## src/sr_gate_pkg.sv

```systemverilog
// constants for the synchronous rectifier gate timing controller
package sr_gate_pkg;
   localparam int CLK_MHZ = 40;
   localparam int CLK_PERIOD_NS = 25;
   // times in their own units
   localparam int INIT_MIN_US = 150;
   localparam int INIT_MAX_US = 250;
   localparam int LOGIC_INIT_US = 20;
   localparam int SAMPLE_WIN_NS = 100;
   localparam int MIN_ON_NS = 350;
   localparam int OFF_BLANK_NS = 4350;
   localparam int ENTRY_WIN_US = 12800;
   localparam int EXIT_WIN_US = 2560;
   // cycle counts: least times round up
   localparam int INIT_CYC = INIT_MIN_US * CLK_MHZ;
   localparam int LOGIC_INIT_CYC = LOGIC_INIT_US * CLK_MHZ;
   localparam int SAMPLE_WIN_CYC =
      (SAMPLE_WIN_NS + CLK_PERIOD_NS - 1) / CLK_PERIOD_NS;
   localparam int MIN_ON_CYC = (MIN_ON_NS + CLK_PERIOD_NS - 1) / CLK_PERIOD_NS;
   localparam int OFF_BLANK_CYC =
      (OFF_BLANK_NS + CLK_PERIOD_NS - 1) / CLK_PERIOD_NS;
   localparam int ENTRY_WIN_CYC = ENTRY_WIN_US * CLK_MHZ;
   localparam int EXIT_WIN_CYC = EXIT_WIN_US * CLK_MHZ;
   localparam int ENTRY_CYCLES = 64;
   localparam int EXIT_CYCLES = 32;
   // dynamic threshold fraction, percent
   localparam int THRESH_PCT = 85;
   localparam int BLANK_W = 8;
   localparam int LEVEL_W = 8;
   localparam int TIMER_W = 20;
   localparam int EVT_W = 8;
   typedef enum logic [1:0] {SEQ_OFF, SEQ_INIT, SEQ_LOGIC, SEQ_RUN} seq_t;
endpackage

```

## src/sr_gate_timing_controller.sv

```systemverilog
// sequencing and gate timing core of the synchronous rectifier controller
`timescale 1ns/1ps
`default_nettype none
// Behaviour
// - supply valid above start level, invalid below lower stop level.
// - after supply valid, run startup init interval before any enabling step.
// - then logic init interval; at its end blanking reference enables.
// - drive disabled until qualified primary pulse and output sense enabled.
// - both ramps start when primary sense exceeds enable and dynamic levels.
// - pulse qualifies only above thresholds longer than blanking time.
// - primary ramp rises until primary falling edge, then holds peak.
// - drive on at falling edge near zero, off when ramps cross.
// - both ramps cleared on every primary rising edge in run, before the pulse is qualified.
// - rising edge starts blank timer; expiry opens sample window, arms drive.
// - next dynamic threshold is 85 percent of sampled level.
// - blanking duration configurable through blanking set pin.
// - drive stays on for at least minimum on time while in run and not in standby.
// - drive falling edge starts off blank timer blocking turn on.
// - primary ramp saturation shortens drive on time.
// - average frequency selects standby; standby holds drive off.
// - start normal; enter standby under 64 cycles in entry window.
// - leave standby at once when over 32 cycles in exit window.
module sr_gate_timing_controller #(
   parameter int INIT_CYC = sr_gate_pkg::INIT_CYC,
   parameter int ENTRY_WIN_CYC = sr_gate_pkg::ENTRY_WIN_CYC,
   parameter int EXIT_WIN_CYC = sr_gate_pkg::EXIT_WIN_CYC
) (
   input wire logic clk,
   input wire logic sys_rst,
   input wire logic supply_above_start,
   input wire logic supply_above_stop,
   input wire logic primary_above_enable,
   input wire logic primary_above_adaptive,
   input wire logic primary_near_zero,
   input wire logic output_above_enable,
   input wire logic ramp_crossed,
   input wire logic primary_ramp_saturated,
   input wire logic [sr_gate_pkg::LEVEL_W-1:0] primary_level,
   input wire logic [sr_gate_pkg::BLANK_W-1:0] blanking_set_pin,
   output logic gate_drive_out,
   output logic ramp_clear,
   output logic primary_ramp_run,
   output logic secondary_ramp_run,
   output logic level_sample_active,
   output logic blank_reference_enable,
   output logic [sr_gate_pkg::LEVEL_W-1:0] adaptive_pulse_level,
   output logic standby_mode
);
   localparam int TW = sr_gate_pkg::TIMER_W;
   localparam int EW = sr_gate_pkg::EVT_W;
   localparam int LW = sr_gate_pkg::LEVEL_W;

   // ----------------------------------------------------------------
   // supply and start-up sequence
   // ----------------------------------------------------------------
   sr_gate_pkg::seq_t seq_r, seq_nxt;
   logic supply_ok_r;
   logic [TW-1:0] seq_cnt_r;
   wire supply_ok_nxt = supply_ok_r ? supply_above_stop
                                    : supply_above_start;
   wire supply_drop = supply_ok_r && !supply_above_stop;
   wire seq_done = (seq_r == sr_gate_pkg::SEQ_INIT &&
                    seq_cnt_r == TW'(INIT_CYC - 1)) ||
                   (seq_r == sr_gate_pkg::SEQ_LOGIC &&
                    seq_cnt_r == TW'(sr_gate_pkg::LOGIC_INIT_CYC - 1));
   wire running = (seq_r == sr_gate_pkg::SEQ_RUN);

   always_comb begin
      seq_nxt = seq_r;
      case (seq_r)
         sr_gate_pkg::SEQ_OFF: if (supply_ok_r) seq_nxt = sr_gate_pkg::SEQ_INIT;
         sr_gate_pkg::SEQ_INIT: if (seq_done) seq_nxt = sr_gate_pkg::SEQ_LOGIC;
         sr_gate_pkg::SEQ_LOGIC: if (seq_done) seq_nxt = sr_gate_pkg::SEQ_RUN;
         default: seq_nxt = seq_r;
      endcase
      if (!supply_ok_nxt) seq_nxt = sr_gate_pkg::SEQ_OFF;
   end

   always_ff @(posedge clk) begin
      if (sys_rst) begin
         supply_ok_r <= 1'b0;
         seq_r <= sr_gate_pkg::SEQ_OFF;
         seq_cnt_r <= '0;
      end else begin
         supply_ok_r <= supply_ok_nxt;
         seq_r <= seq_nxt;
         seq_cnt_r <= (seq_nxt != seq_r) ? '0 : seq_cnt_r + 1'b1;
      end
   end

   // ----------------------------------------------------------------
   // pulse qualification, blanking and sampling
   // ----------------------------------------------------------------
   logic above_r, qualified_r, armed_r;
   logic [LW-1:0] blank_cnt_r;
   logic [3:0] spl_cnt_r;
   logic [LW+7:0] peak_acc_r;
   wire above_now = primary_above_enable && primary_above_adaptive;
   wire rise = above_now && !above_r && running;
   wire fall = !above_now && above_r;
   wire blank_end = above_r && above_now && !qualified_r && running &&
                    blank_cnt_r == blanking_set_pin;
   wire [LW+7:0] thresh_prod = primary_level *
                               8'(sr_gate_pkg::THRESH_PCT);
   wire spl_last = level_sample_active &&
                   spl_cnt_r == 4'(sr_gate_pkg::SAMPLE_WIN_CYC - 1);

   always_ff @(posedge clk) begin
      if (sys_rst) begin
         above_r <= 1'b0;
         qualified_r <= 1'b0;
         blank_cnt_r <= '0;
         spl_cnt_r <= '0;
         level_sample_active <= 1'b0;
         adaptive_pulse_level <= '0;
         peak_acc_r <= '0;
         ramp_clear <= 1'b0;
         primary_ramp_run <= 1'b0;
         secondary_ramp_run <= 1'b0;
      end else begin
         above_r <= above_now;
         ramp_clear <= rise;
         if (rise) primary_ramp_run <= 1'b1;
         else if (fall || primary_ramp_saturated)
            primary_ramp_run <= 1'b0;
         if (rise) secondary_ramp_run <= 1'b1;
         else if (!gate_drive_out && !armed_r && !above_now)
            secondary_ramp_run <= 1'b0;
         if (rise || !above_now) blank_cnt_r <= '0;
         else if (!qualified_r) blank_cnt_r <= blank_cnt_r + 1'b1;
         if (rise) qualified_r <= 1'b0;
         else if (blank_end) qualified_r <= 1'b1;
         if (blank_end) begin
            level_sample_active <= 1'b1;
            spl_cnt_r <= '0;
            peak_acc_r <= '0;
         end else if (level_sample_active) begin
            spl_cnt_r <= spl_cnt_r + 1'b1;
            if (thresh_prod > peak_acc_r) peak_acc_r <= thresh_prod;
            if (spl_last) level_sample_active <= 1'b0;
         end
         if (spl_last)
            adaptive_pulse_level <= LW'((thresh_prod > peak_acc_r ?
                                 thresh_prod : peak_acc_r) / 100);
      end
   end

   // ----------------------------------------------------------------
   // gate drive, minimum on time, off blanking
   // ----------------------------------------------------------------
   logic [4:0] on_cnt_r;
   logic [7:0] off_cnt_r;
   logic off_block_r;
   wire min_on_done = on_cnt_r >= 5'(sr_gate_pkg::MIN_ON_CYC);
   wire drive_on = running && armed_r && !off_block_r && !standby_mode &&
                   output_above_enable && fall &&
                   primary_near_zero;
   wire drive_off = gate_drive_out && min_on_done && ramp_crossed;
   wire kill = !running || standby_mode;

   always_ff @(posedge clk) begin
      if (sys_rst) begin
         armed_r <= 1'b0;
         gate_drive_out <= 1'b0;
         on_cnt_r <= '0;
         off_cnt_r <= '0;
         off_block_r <= 1'b0;
         blank_reference_enable <= 1'b0;
      end else begin
         blank_reference_enable <= running;
         if (rise || kill) armed_r <= 1'b0;
         else if (blank_end && output_above_enable) armed_r <= 1'b1;
         else if (fall) armed_r <= 1'b0;
         if (kill) gate_drive_out <= 1'b0;
         else if (drive_on && !gate_drive_out) gate_drive_out <= 1'b1;
         else if (drive_off) gate_drive_out <= 1'b0;
         if (!gate_drive_out) on_cnt_r <= '0;
         else if (!min_on_done) on_cnt_r <= on_cnt_r + 1'b1;
         if (gate_drive_out && (drive_off || kill)) begin
            off_block_r <= 1'b1;
            off_cnt_r <= '0;
         end else if (off_block_r) begin
            off_cnt_r <= off_cnt_r + 1'b1;
            if (off_cnt_r == 8'(sr_gate_pkg::OFF_BLANK_CYC - 1))
               off_block_r <= 1'b0;
         end
      end
   end

   // ----------------------------------------------------------------
   // standby decision by switching frequency
   // ----------------------------------------------------------------
   logic [TW-1:0] win_cnt_r;
   logic [EW-1:0] evt_cnt_r;
   wire [TW-1:0] win_len = standby_mode ? TW'(EXIT_WIN_CYC - 1)
                                        : TW'(ENTRY_WIN_CYC - 1);
   wire win_end = win_cnt_r == win_len;
   wire exit_now = standby_mode && rise &&
                   evt_cnt_r >= EW'(sr_gate_pkg::EXIT_CYCLES);
   wire enter_now = !standby_mode && win_end &&
                    evt_cnt_r < EW'(sr_gate_pkg::ENTRY_CYCLES);

   always_ff @(posedge clk) begin
      if (sys_rst || !running) begin
         standby_mode <= 1'b0;
         win_cnt_r <= '0;
         evt_cnt_r <= '0;
      end else if (exit_now || win_end) begin
         standby_mode <= exit_now ? 1'b0 : enter_now ? 1'b1
                                                    : standby_mode;
         win_cnt_r <= '0;
         evt_cnt_r <= '0;
      end else begin
         win_cnt_r <= win_cnt_r + 1'b1;
         if (rise && evt_cnt_r != '1) evt_cnt_r <= evt_cnt_r + 1'b1;
      end
   end

   // ----------------------------------------------------------------
   // checks
   // ----------------------------------------------------------------
   a_drive_needs_run: assert property (@(posedge clk) disable iff (sys_rst)
      gate_drive_out |-> $past(running)) else $error("drive outside run");
   a_min_on_hold: assert property (@(posedge clk) disable iff (sys_rst)
      $rose(gate_drive_out) ##1 (running && !standby_mode) [*8] |->
      gate_drive_out) else $error("drive dropped early");
   a_off_blank: assert property (@(posedge clk) disable iff (sys_rst)
      $fell(gate_drive_out) |-> !gate_drive_out [*8])
      else $error("turn on inside off blank");
   a_standby_off: assert property (@(posedge clk) disable iff (sys_rst)
      standby_mode |=> !gate_drive_out) else $error("drive in standby");
   a_supply_loss: assert property (@(posedge clk) disable iff (sys_rst)
      supply_drop |=> seq_r == sr_gate_pkg::SEQ_OFF ##1 !gate_drive_out)
      else $error("supply loss not handled");
   a_clear_on_rise: assert property (@(posedge clk) disable iff (sys_rst)
      rise |=> ramp_clear && primary_ramp_run) else $error("no clear");
   a_init_first: assert property (@(posedge clk) disable iff (sys_rst)
      $rose(supply_ok_r) |=> !running [*8]) else $error("init skipped");
   a_sample_len: assert property (@(posedge clk) disable iff (sys_rst)
      $rose(level_sample_active) |-> level_sample_active [*4] ##1
      !level_sample_active) else $error("sample window length");

   // ----------------------------------------------------------------
   // sequence and drive timing checks
   // ----------------------------------------------------------------
   // cycles since the drive last went low, saturating
   logic [7:0] since_off_r;

   always_ff @(posedge clk) begin
      if (sys_rst) begin
         since_off_r <= '1;
      end else if (gate_drive_out) begin
         since_off_r <= '0;
      end else if (since_off_r != '1) begin
         since_off_r <= since_off_r + 1'b1;
      end
   end

   a_off_since: assert property (@(posedge clk) disable iff (sys_rst)
      $rose(gate_drive_out) |-> since_off_r >= 8'(sr_gate_pkg::OFF_BLANK_CYC))
      else $error("turn on before off blank ended");

   a_min_on_count: assert property (@(posedge clk) disable iff (sys_rst)
      gate_drive_out && !min_on_done && running && !standby_mode |=>
      gate_drive_out) else $error("drive off before minimum on time");

   a_supply_start: assert property (@(posedge clk) disable iff (sys_rst)
      $rose(supply_ok_r) |-> $past(supply_above_start))
      else $error("supply valid below start level");

   a_ref_run: assert property (@(posedge clk) disable iff (sys_rst)
      blank_reference_enable |-> $past(running))
      else $error("blank reference before run");

   a_standby_reset: assert property (@(posedge clk) disable iff (sys_rst)
      $fell(running) |=> !standby_mode)
      else $error("standby kept over restart");

   a_exit_fast: assert property (@(posedge clk) disable iff (sys_rst)
      exit_now |=> !standby_mode)
      else $error("standby exit delayed");

   // ----------------------------------------------------------------
   // pulse and ramp checks
   // ----------------------------------------------------------------
   a_drive_arm: assert property (@(posedge clk) disable iff (sys_rst)
      $rose(gate_drive_out) |-> $past(armed_r))
      else $error("drive without qualified pulse");

   a_drive_zero: assert property (@(posedge clk) disable iff (sys_rst)
      $rose(gate_drive_out) |-> $past(primary_near_zero))
      else $error("drive on away from zero");

   a_ramp_stop: assert property (@(posedge clk) disable iff (sys_rst)
      fall |=> !primary_ramp_run)
      else $error("primary ramp ran past fall");

   a_clear_one: assert property (@(posedge clk) disable iff (sys_rst)
      ramp_clear |=> !ramp_clear)
      else $error("ramp clear longer than one cycle");

   a_arm_blank: assert property (@(posedge clk) disable iff (sys_rst)
      $rose(armed_r) |-> $past(blank_end))
      else $error("armed before blank end");
endmodule // sr_gate_timing_controller
`default_nettype wire

```

## config.mk

```make
export PLATFORM = sky130hd
export DESIGN_NAME = sr_gate_timing_controller
export DESIGN_NICKNAME = d
export VERILOG_FILES = /design/src/sr_gate_pkg.sv /design/src/sr_gate_timing_controller.sv
export SDC_FILE = /design/constraint.sdc
export NUM_CORES = 1
export LEC_CHECK = 0
export ABC_AREA = 0
export BUFFER_PORTS_ARGS = -buffer_cell sky130_fd_sc_hd__buf_2
export CAP_MARGIN = 15
export CORE_AREA = 2 2 163 165
export DETAILED_ROUTE_END_ITERATION = 8
export DIE_AREA = 0 0 165 167
export PLACE_DENSITY = 0.44
export REMOVE_ABC_BUFFERS = 1
export SETUP_SLACK_MARGIN = 0.2
export SLEW_MARGIN = 0
export SYNTH_ARGS = -nofsm -noshare
export SYNTH_HDL_FRONTEND = slang
export SYNTH_SLANG_ARGS = --single-unit
```

## constraint.sdc

```tcl
create_clock -name clk -period 10.8 [get_ports clk]
set_clock_uncertainty 0.2 [all_clocks]
set_input_delay 1.08 -clock clk [delete_from_list [all_inputs] [get_ports clk]]
set_output_delay 1.08 -clock clk [all_outputs]
set_load 0.01 [all_outputs]
```

**Yosys cells after proc, flatten, opt, wreduce, memory -nomap -nowiden**

Cells that the tools add are included.
Widths: inputs -> output; s select.

- Bitwise logic cells: 1
- Magnitude comparators: 4
- Reductions and logical operators: 62
- Add/sub/neg operators: 7
- Shifts and indexed selects: 0
- Multiply operators: 1
- Divide/modulo/power cells: 1
- Eq/ne operators: 11
- Muxes and demuxes: 24

Operators by type and width:

| cell | number |
|---|---|
| $add 20x1->20 const B | 2 |
| $div 32x7->32 const B | 1 |
| $logic_and 1x1->1 | 29 |
| $add 8x1->8 const B | 3 |
| $eq 20x10->1 const B | 1 |
| $eq 20x13->1 const B | 1 |
| $eq 20x19->1 | 1 |
| $mux 19 | 1 |
| $reduce_or 2->1 | 9 |
| $mux 1 | 17 |
| $gt 15x15->1 | 1 |
| $mul 8x7->15 const B | 1 |
| $mux 15 | 1 |
| $reduce_bool 2->1 | 5 |
| $eq 8x8->1 | 1 |
| $eq 8x8->1 const B | 1 |
| $ge 8x6->1 const B | 1 |
| $logic_not 1->1 | 8 |
| $logic_or 1x1->1 | 8 |
| $lt 8x7->1 const B | 1 |
| $mux 2 | 4 |
| $ne 8x8->1 const B | 1 |
| $pmux 2 s3 | 1 |
| $add 5x1->5 const B | 1 |
| 9 further kinds | 11 |

- Input bits: 26
- Bits in registers: 110
- Memory bits (writable): 0
- Output and inout port bits: 15
- Memory bits (read-only): 0
- Latch bits: 0
- Memories kept: 0
- Word-level logic and storage cells: 133

**Logic depth before layout (Yosys ltp)**

Gate-level depths: netlist of the first run.

- Depth in word-level cells: 9
- Gate-level depth with buffers: 45
- Gate-level depth less buffers: 43

**Worst setup path after synthesis of the first run**

Ideal clock, no wire load.

- Path kind: input-to-reg
- Start point: input primary_level[1] (netlist bit)
- End point: register adaptive_pulse_level[0] (netlist bit)
- Arrival time: 10373 ps
- Setup time: 131 ps
- Path slack: 95 ps
- Cell stages on the path: 45
- Path buffers: 2
- Data required time: 10469 ps
- Cell sequence: ha_1 inv_1 fa_1 inv_1 ha_1 inv_1 fa_1 inv_1 ha_1 o21ai_1 a22o_1 o221ai_2 or3_1 nand2_1 inv_1 ha_1 nand4_1 nor4_1 [9 not listed] a221o_1 buf_6 a31o_1 a221oi_4 nor3b_4 o31ai_4 o2bb2ai_2 a21oi_2 a211oi_1 nor2_1 and2_1 o41ai_1 a31oi_1 a21oi_2 mux2_1 and3_1 o21ai_1 o211ai_1

- Longest elaborated chain between the ends: 4

RTL lines:

| element | line | RTL |
|---|---|---|
| start, declared | sr_gate_timing_controller.sv:38 | `input wire logic [sr_gate_pkg::LEVEL_W-1:0] primary_level,` |
| $mul 8x7->15 * | sr_gate_timing_controller.sv:103 | `wire [LW+7:0] thresh_prod = primary_level *` |
| net thresh_prod[14] | sr_gate_timing_controller.sv:103 |  |
| $gt 15x15->1 | sr_gate_timing_controller.sv:143 | `adaptive_pulse_level <= LW'((thresh_prod > peak_acc_r ?` |
| $mux 15 * | sr_gate_timing_controller.sv:143 |  |
| $div 32x7->32 * | sr_gate_timing_controller.sv:144 | `thresh_prod : peak_acc_r) / 100);` |
| end signal, assigned | sr_gate_timing_controller.sv:143 |  |
| end, declared | sr_gate_timing_controller.sv:46 | `output logic [sr_gate_pkg::LEVEL_W-1:0] adaptive_pulse_level,` |

The timed path passes the listed nets; every way through them passes the cells marked *.
A chain may end at the register's enable or synchronous reset.

**Worst setup path in the final report of the first run**

- Start point: input primary_level[3] (netlist bit)
- End point: register adaptive_pulse_level[0] (netlist bit)

The elaborated chain is that of the path after synthesis.

==> results of run 1 <==
[worst max-delay path: cells and delay by family]
family / cells / cell delay (ps)
AOI/OAI and AO/OA: 18 / 4030
adders and majority gates: 7 / 2210
buffers and inverters: 8 / 530
muxes: 1 / 330
and+or+nand+nor: 10 / 2050
[cells in the mapped netlist (5+ instances only)]
library cell / instances / share of area
nor2b_1: 5 / 0.0039
nand4_1: 25 / 0.019
xnor2_1: 33 / 0.036
a21oi_1: 51 / 0.031
xor2_1: 41 / 0.044
inv_1: 55 / 0.025
o21ai_0: 23 / 0.014
fa_1: 8 / 0.020
and4_1: 5 / 0.0054
ha_1: 58 / 0.090
clkbuf_1: 19 / 0.0088
nand4b_1: 5 / 0.0054
nand2b_1: 10 / 0.0077
dfxtp_1: 110 / 0.27
o21ai_1: 9 / 0.0056
or2_2: 9 / 0.0069
nand3_1: 37 / 0.023
a311oi_1: 5 / 0.0054
or3_1: 8 / 0.0062
and3_1: 12 / 0.0093
buf_2: 5 / 0.0031
nand2_1: 108 / 0.050
a211oi_1: 15 / 0.014
a21o_1: 6 / 0.0056
and2_1: 7 / 0.0054
nor3_1: 17 / 0.010
nor2_1: 150 / 0.069
mux2i_1: 12 / 0.015
nor4_1: 9 / 0.0069
o21a_1: 10 / 0.0093
[what timing repair did]
action / CTS / global route
resized for setup: 0 / 91
endpoints found under the hold margin: 0 / 0
endpoints found under the setup margin: 0 / 3
buffers inserted: 0 / 13
[cell families after synthesis]
logic type               share of synthesized area
AND/OR/NAND/NOR                             0.2552
AO/OA/AOI/OAI                               0.2198
flip-flops                                  0.2717
buffers and inverters                      0.03967
XOR/XNOR                                   0.08398
adder cells (fa/ha/maj)                     0.1093
multiplexers                               0.02038
[state kept, by name (all words and copies together), names as in the netlist, 2 cells and up]
| name | count |
|---|---|
| peak_acc_r | 15 |
| on_cnt_r | 5 |
| off_cnt_r | 8 |
| seq_cnt_r | 20 |
| win_cnt_r | 20 |
| blank_cnt_r | 8 |
| adaptive_pulse_level | 8 |
| spl_cnt_r | 4 |
| seq_r | 2 |
| evt_cnt_r | 8 |
[final timing paths]
check                              startpoint                                    to
setup / recovery             primary_level[3]  adaptive_pulse_level[0]$_SDFFE_PP0P_
hold / removal     peak_acc_r[1]$_SDFFE_PP0P_            peak_acc_r[1]$_SDFFE_PP0P_
setup reg to reg  peak_acc_r[14]$_SDFFE_PP0P_  adaptive_pulse_level[0]$_SDFFE_PP0P_
hold reg to reg    peak_acc_r[1]$_SDFFE_PP0P_            peak_acc_r[1]$_SDFFE_PP0P_
[metal layers]
layer	track usage	wire length, um
met4	0.02911	254
met1	0.2297	11220
met5	0	0
met2	0.2350	9574
met3	0.02217	374
[per-stage QoR]
step           instances  utilization  worst slack, ps  cell area, um^2
3_3_place_gp        1444       0.3612           -24.24             9305
4_1_cts             1460       0.3727            207.6             9602
2_1_floorplan        977            -           -396.3             7990
3_5_place_dp        1444       0.3612           -132.2             9305
5_1_grt             1473       0.3951            81.23            10180
6_report            1473       0.3951            632.7            10180
[area by class of cell]
cell class	count	area, um^2
Sequential cell	110	2202
Inverter	55	211.5
Tap cell	335	419.2
Clock buffer	9	225.2
Multi-Input combinational cell	812	6052
Fill cell	2665	15580
Clock inverter	7	71.32
Timing Repair Buffer	145	997.2
==> metrics, run 1 <==
Post-synth EDFFs=0; # setup viols final=0; Max-cap violations=0; I/O pin count=41; TritonRoute pass-1 iters=5; clock buffer depth=2; crit share post-route=0.9414; max incr delay on CP=510 ps; CP max FO=8; die area=27560 um^2; CTS Root Cell=clkbuf_16; Avg WL per Cell=14.54 um; Cells after Synth=1004; status=finished clean; Final Wtd Congestion=0.8162; Worst path slowest cell=fa_1; Crit. End Element=register; clock sinks=110; Unique masters post-synth=99; Post-CTS Hold Fix Bufs=0; Least-Margin Pin Slew=1102 ps; CP arrival=10250 ps; flops & latches, synth=110; crit path kind=in2reg; vias in the first global route=6932; post-DR vias/cell=5.020; fraction of layout cells with a size suffix above 1=0.2487; Seq/Total Area, Yosys=0.2717; r2r setup slk=3560 ps; Remaining DRCs=0; first-pass GRT wire length=34.87 mm; Worst-path clk slew=80 ps; final-report max-slew violation count=0; initial core utilization=0.3146; final hold violations=0; post-synth design cell area=8105 um^2; critical path required time=10880 ps; Area growth, synth to finish=25.58%; TritonCTS clock tree=done; Synth warnings=0; Buffers on Ports=40; R2R cell count=29; Detailed Place HPWL=16.20 mm; Total GRT Usage=0.1539; fraction of registers with async set/reset=0; HP Class=reg2reg; CTS H-Tree Depth=3; Post-DRT Antenna Nets=0; dominant synthesized flop cell=dfxtp_1; hold_ws=259.0 ps; antenna cells=0; crit-path most repeated cell=ha_4; initial drt markers=326; worst relative slew slack=0.2579; GRT overflow=0; RSZ-0062 raised after global routing=false; DRT Wirelength=21.42 mm; largest net degree at the start of global routing=28; DR vias=7394; crit start category=primary input; Clock Latency Late Sink=360 ps; CTS Buf Count=9; commonest cells after routing, fill and taps aside=nor2_1 (147), dfxtp_1 (110), buf_4 (106), nand2_1 (105); initial antenna violation count=0; overall die height=167 um; commonest non-fill, non-tap cell in the layout=nor2_1; hold depth=2; setup TNS=0 ps; core area=25760 um^2; Final min period=10170 ps; Final #Nets=1225; Max Clock Freq=0.09835 GHz; Cell Rows=59; Synth Area per Inst=8.073 um^2; DIE WIDTH=165 um
Power of run 1 is left out: the tool's default activity adds up to more than one toggle a clock period on the data nets, which glitch-free logic cannot reach.
==> run 2, diff against run 1 <==
- CORE_AREA: 2 2 163 165 -> 2 2 125 127
- CTS_BUF_LIST: default -> sky130_fd_sc_hd__clkbuf_16
- CTS_CLUSTER_DIAMETER: default -> 60
- DIE_AREA: 0 0 165 167 -> 0 0 127 129
- PLACE_DENSITY: 0.44 -> 0.7
==> run 2 against run 1 <==
Effect of this change:
- first-iteration DRC count grew 52%
- sequential cell count is the same
- register-to-register slack lost 50 ps
- clock-buffer cell count is the same
- sequential share of layout area grew 1.4 points
- global-route usage grew 6.8 points
- critical path depth is the same
- design area shrank 5.9%
- via count grew 1.7%
- wire length shrank 8.9%
==> metrics, run 2 (synthesis gave the netlist of run 1 again) <==
Crit. End Element=register; commonest cells after routing, fill and taps aside=nor2_1 (146), dfxtp_1 (110), nand2_1 (104), buf_4 (58), inv_1 (53); critical path required time=10870 ps (about the same); clock buffer depth=2 (unchanged); initial drt markers=496 (+52%); # setup viols final=0 (unchanged); r2r setup slk=3510 ps (-50 ps); core area=14980 um^2 (-42%); antenna cells=0 (unchanged); RSZ-0062 raised after global routing=false; # fillers=1330 (-50%); GRT overflow=0 (unchanged); CTS Buf Count=9 (unchanged); crit start category=primary input; commonest non-fill, non-tap cell in the layout=nor2_1; final hold violations=0 (unchanged); DIE WIDTH=127 um (-23%); R2R cell count=30 (+3.4%); HP Class=reg2reg; Final min period=10360 ps (+194.3 ps); Avg WL per Cell=15.25 um (+4.9%); Post-DRT Antenna Nets=0 (unchanged); TritonCTS clock tree=done; CP arrival=10430 ps (+180 ps); Cell Rows=45 (-24%); Clock Latency Late Sink=350 ps (about the same); Critical Path Start=primary_level[3]; PnR worst setup slack=438.4 ps (-194.3 ps); post-DR vias/cell=5.877 (+17%); first-pass GRT wire length=30.64 mm (-12%); Largest regs=seq_cnt_r: 20 flops, win_cnt_r: 20 flops, peak_acc_r: 15 flops; largest net degree at the start of global routing=28 (unchanged); Remaining DRCs=0 (unchanged); final-report max-slew violation count=0 (unchanged); hold depth=2 (unchanged); RR Endpoint=adaptive_pulse_level[0]$_SDFFE_PP0P_; Final #Nets=1179 (-3.8%); Max-cap violations=0 (unchanged); vias in the first global route=6469 (-6.7%); clock sinks=110 (unchanged); DR vias=7523 (+1.7%); I/O pin count=41 (unchanged); CTS Root Cell=clkbuf_16; crit share post-route=0.9594 (+0.01799); CP max FO=6 (-2); Worst path slowest cell=fa_1; DRT Wirelength=19.52 mm (-8.9%); status=finished clean; overall die height=129 um (-23%); initial core utilization=0.5412 (+0.2266); Buffers on Ports=40 (unchanged); Area growth, synth to finish=18.11%; Least-Margin Pin Slew=1108 ps (+6.322 ps); TritonRoute pass-1 iters=5 (unchanged); crit-path most repeated cell=ha_4; fraction of layout cells with a size suffix above 1=0.2042 (-0.04447); Post-CTS Hold Fix Bufs=0 (unchanged); max incr delay on CP=530 ps (+20 ps); CTS H-Tree Depth=3 (unchanged); Worst Hold End=peak_acc_r[1]$_SDFFE_PP0P_; worst relative slew slack=0.2536 (-0.004259); die area=16380 um^2 (-41%); Hold Startpoint=peak_acc_r[1]$_SDFFE_PP0P_; Detailed Place HPWL=14.07 mm (-13%); Final Wtd Congestion=0.9477 (+16%); crit path kind=in2reg; Max Clock Freq=0.09651 GHz (-1.9%); Worst-path clk slew=80 ps (about the same); initial antenna violation count=0 (unchanged); pre-CTS WS=-114.2 ps (+17.96 ps); Total GRT Usage=0.2217 (+0.06781); RR Startpoint=peak_acc_r[14]$_SDFFE_PP0P_
-- run 2: per-stage QoR --
stage / hold WS [ps] / instances / utilization / cell area [um^2] / setup TNS (ps)
floorplan: 225.8 / 977 / - / 7990 / -665.7
global placement: 240.9 / 1248 / 0.5845 / 8753 / 0
detailed placement: 250.2 / 1248 / 0.5845 / 8753 / -150.5
CTS: 261.2 / 1264 / 0.6051 / 9062 / 0
global route: 281.5 / 1280 / 0.6392 / 9573 / 0
finish: 260.8 / 1280 / 0.6392 / 9573 / 0
-- run 2: final cells by class --
class	count	area, um^2	area share
clock inverter	7	83.83	0.008757
timing repair buffer	98	635.6	0.06640
multi-input combinational	813	5984	0.6251
tap	188	235.2	0.02457
inverter	55	206.4	0.02157
sequential	110	2202	0.2300
clock buffer	9	225.2	0.02353
-- run 2: worst max-delay path: cells and delay by family --
kind | cells | cell delay [ps]
AOI/OAI and AO/OA | 17 | 3760
and+or+nand+nor | 11 | 2240
buffers and inverters | 8 | 710
adders and majority gates | 7 | 2330
muxes | 1 | 300
-- run 2: what timing repair did --
| action | 4_1_cts | 5_1_grt |
|---|---|---|
| buffers inserted | 0 | 15 |
| hold endpoints to repair | 0 | 0 |
| resized for setup | 0 | 80 |
| endpoints found under the setup margin | 0 | 3 |
-- run 2: per-layer routing --
metal	part of all wire	routed length, um	up-vias	global-route usage
li1	-	-	3782	-
met1	0.49	9653	3514	0.3278
met2	0.46	8930	206	0.3438
met3	0.039	758	21	0.03493
met4	0.0089	174	0	0.04396
met5	0	0	-	0
-- run 2: worst max path at each step --
| stage | to | slack (ps) | depth (start not counted) |
|---|---|---|---|
| finish | adaptive_pulse_level[0]$_SDFFE_PP0P_ | 440 | 44 |
| global route | adaptive_pulse_level[0]$_SDFFE_PP0P_ | 110 | 46 |
| CTS | adaptive_pulse_level[0]$_SDFFE_PP0P_ | 230 | 44 |
| detailed placement | adaptive_pulse_level[0]$_SDFFE_PP0P_ | -110 | 44 |
| global placement | adaptive_pulse_level[0]$_SDFFE_PP0P_ | 90 | 44 |
| floorplan | adaptive_pulse_level[0]$_SDFFE_PP0P_ | -400 | 43 |
Power of run 2 is left out for the same reason.
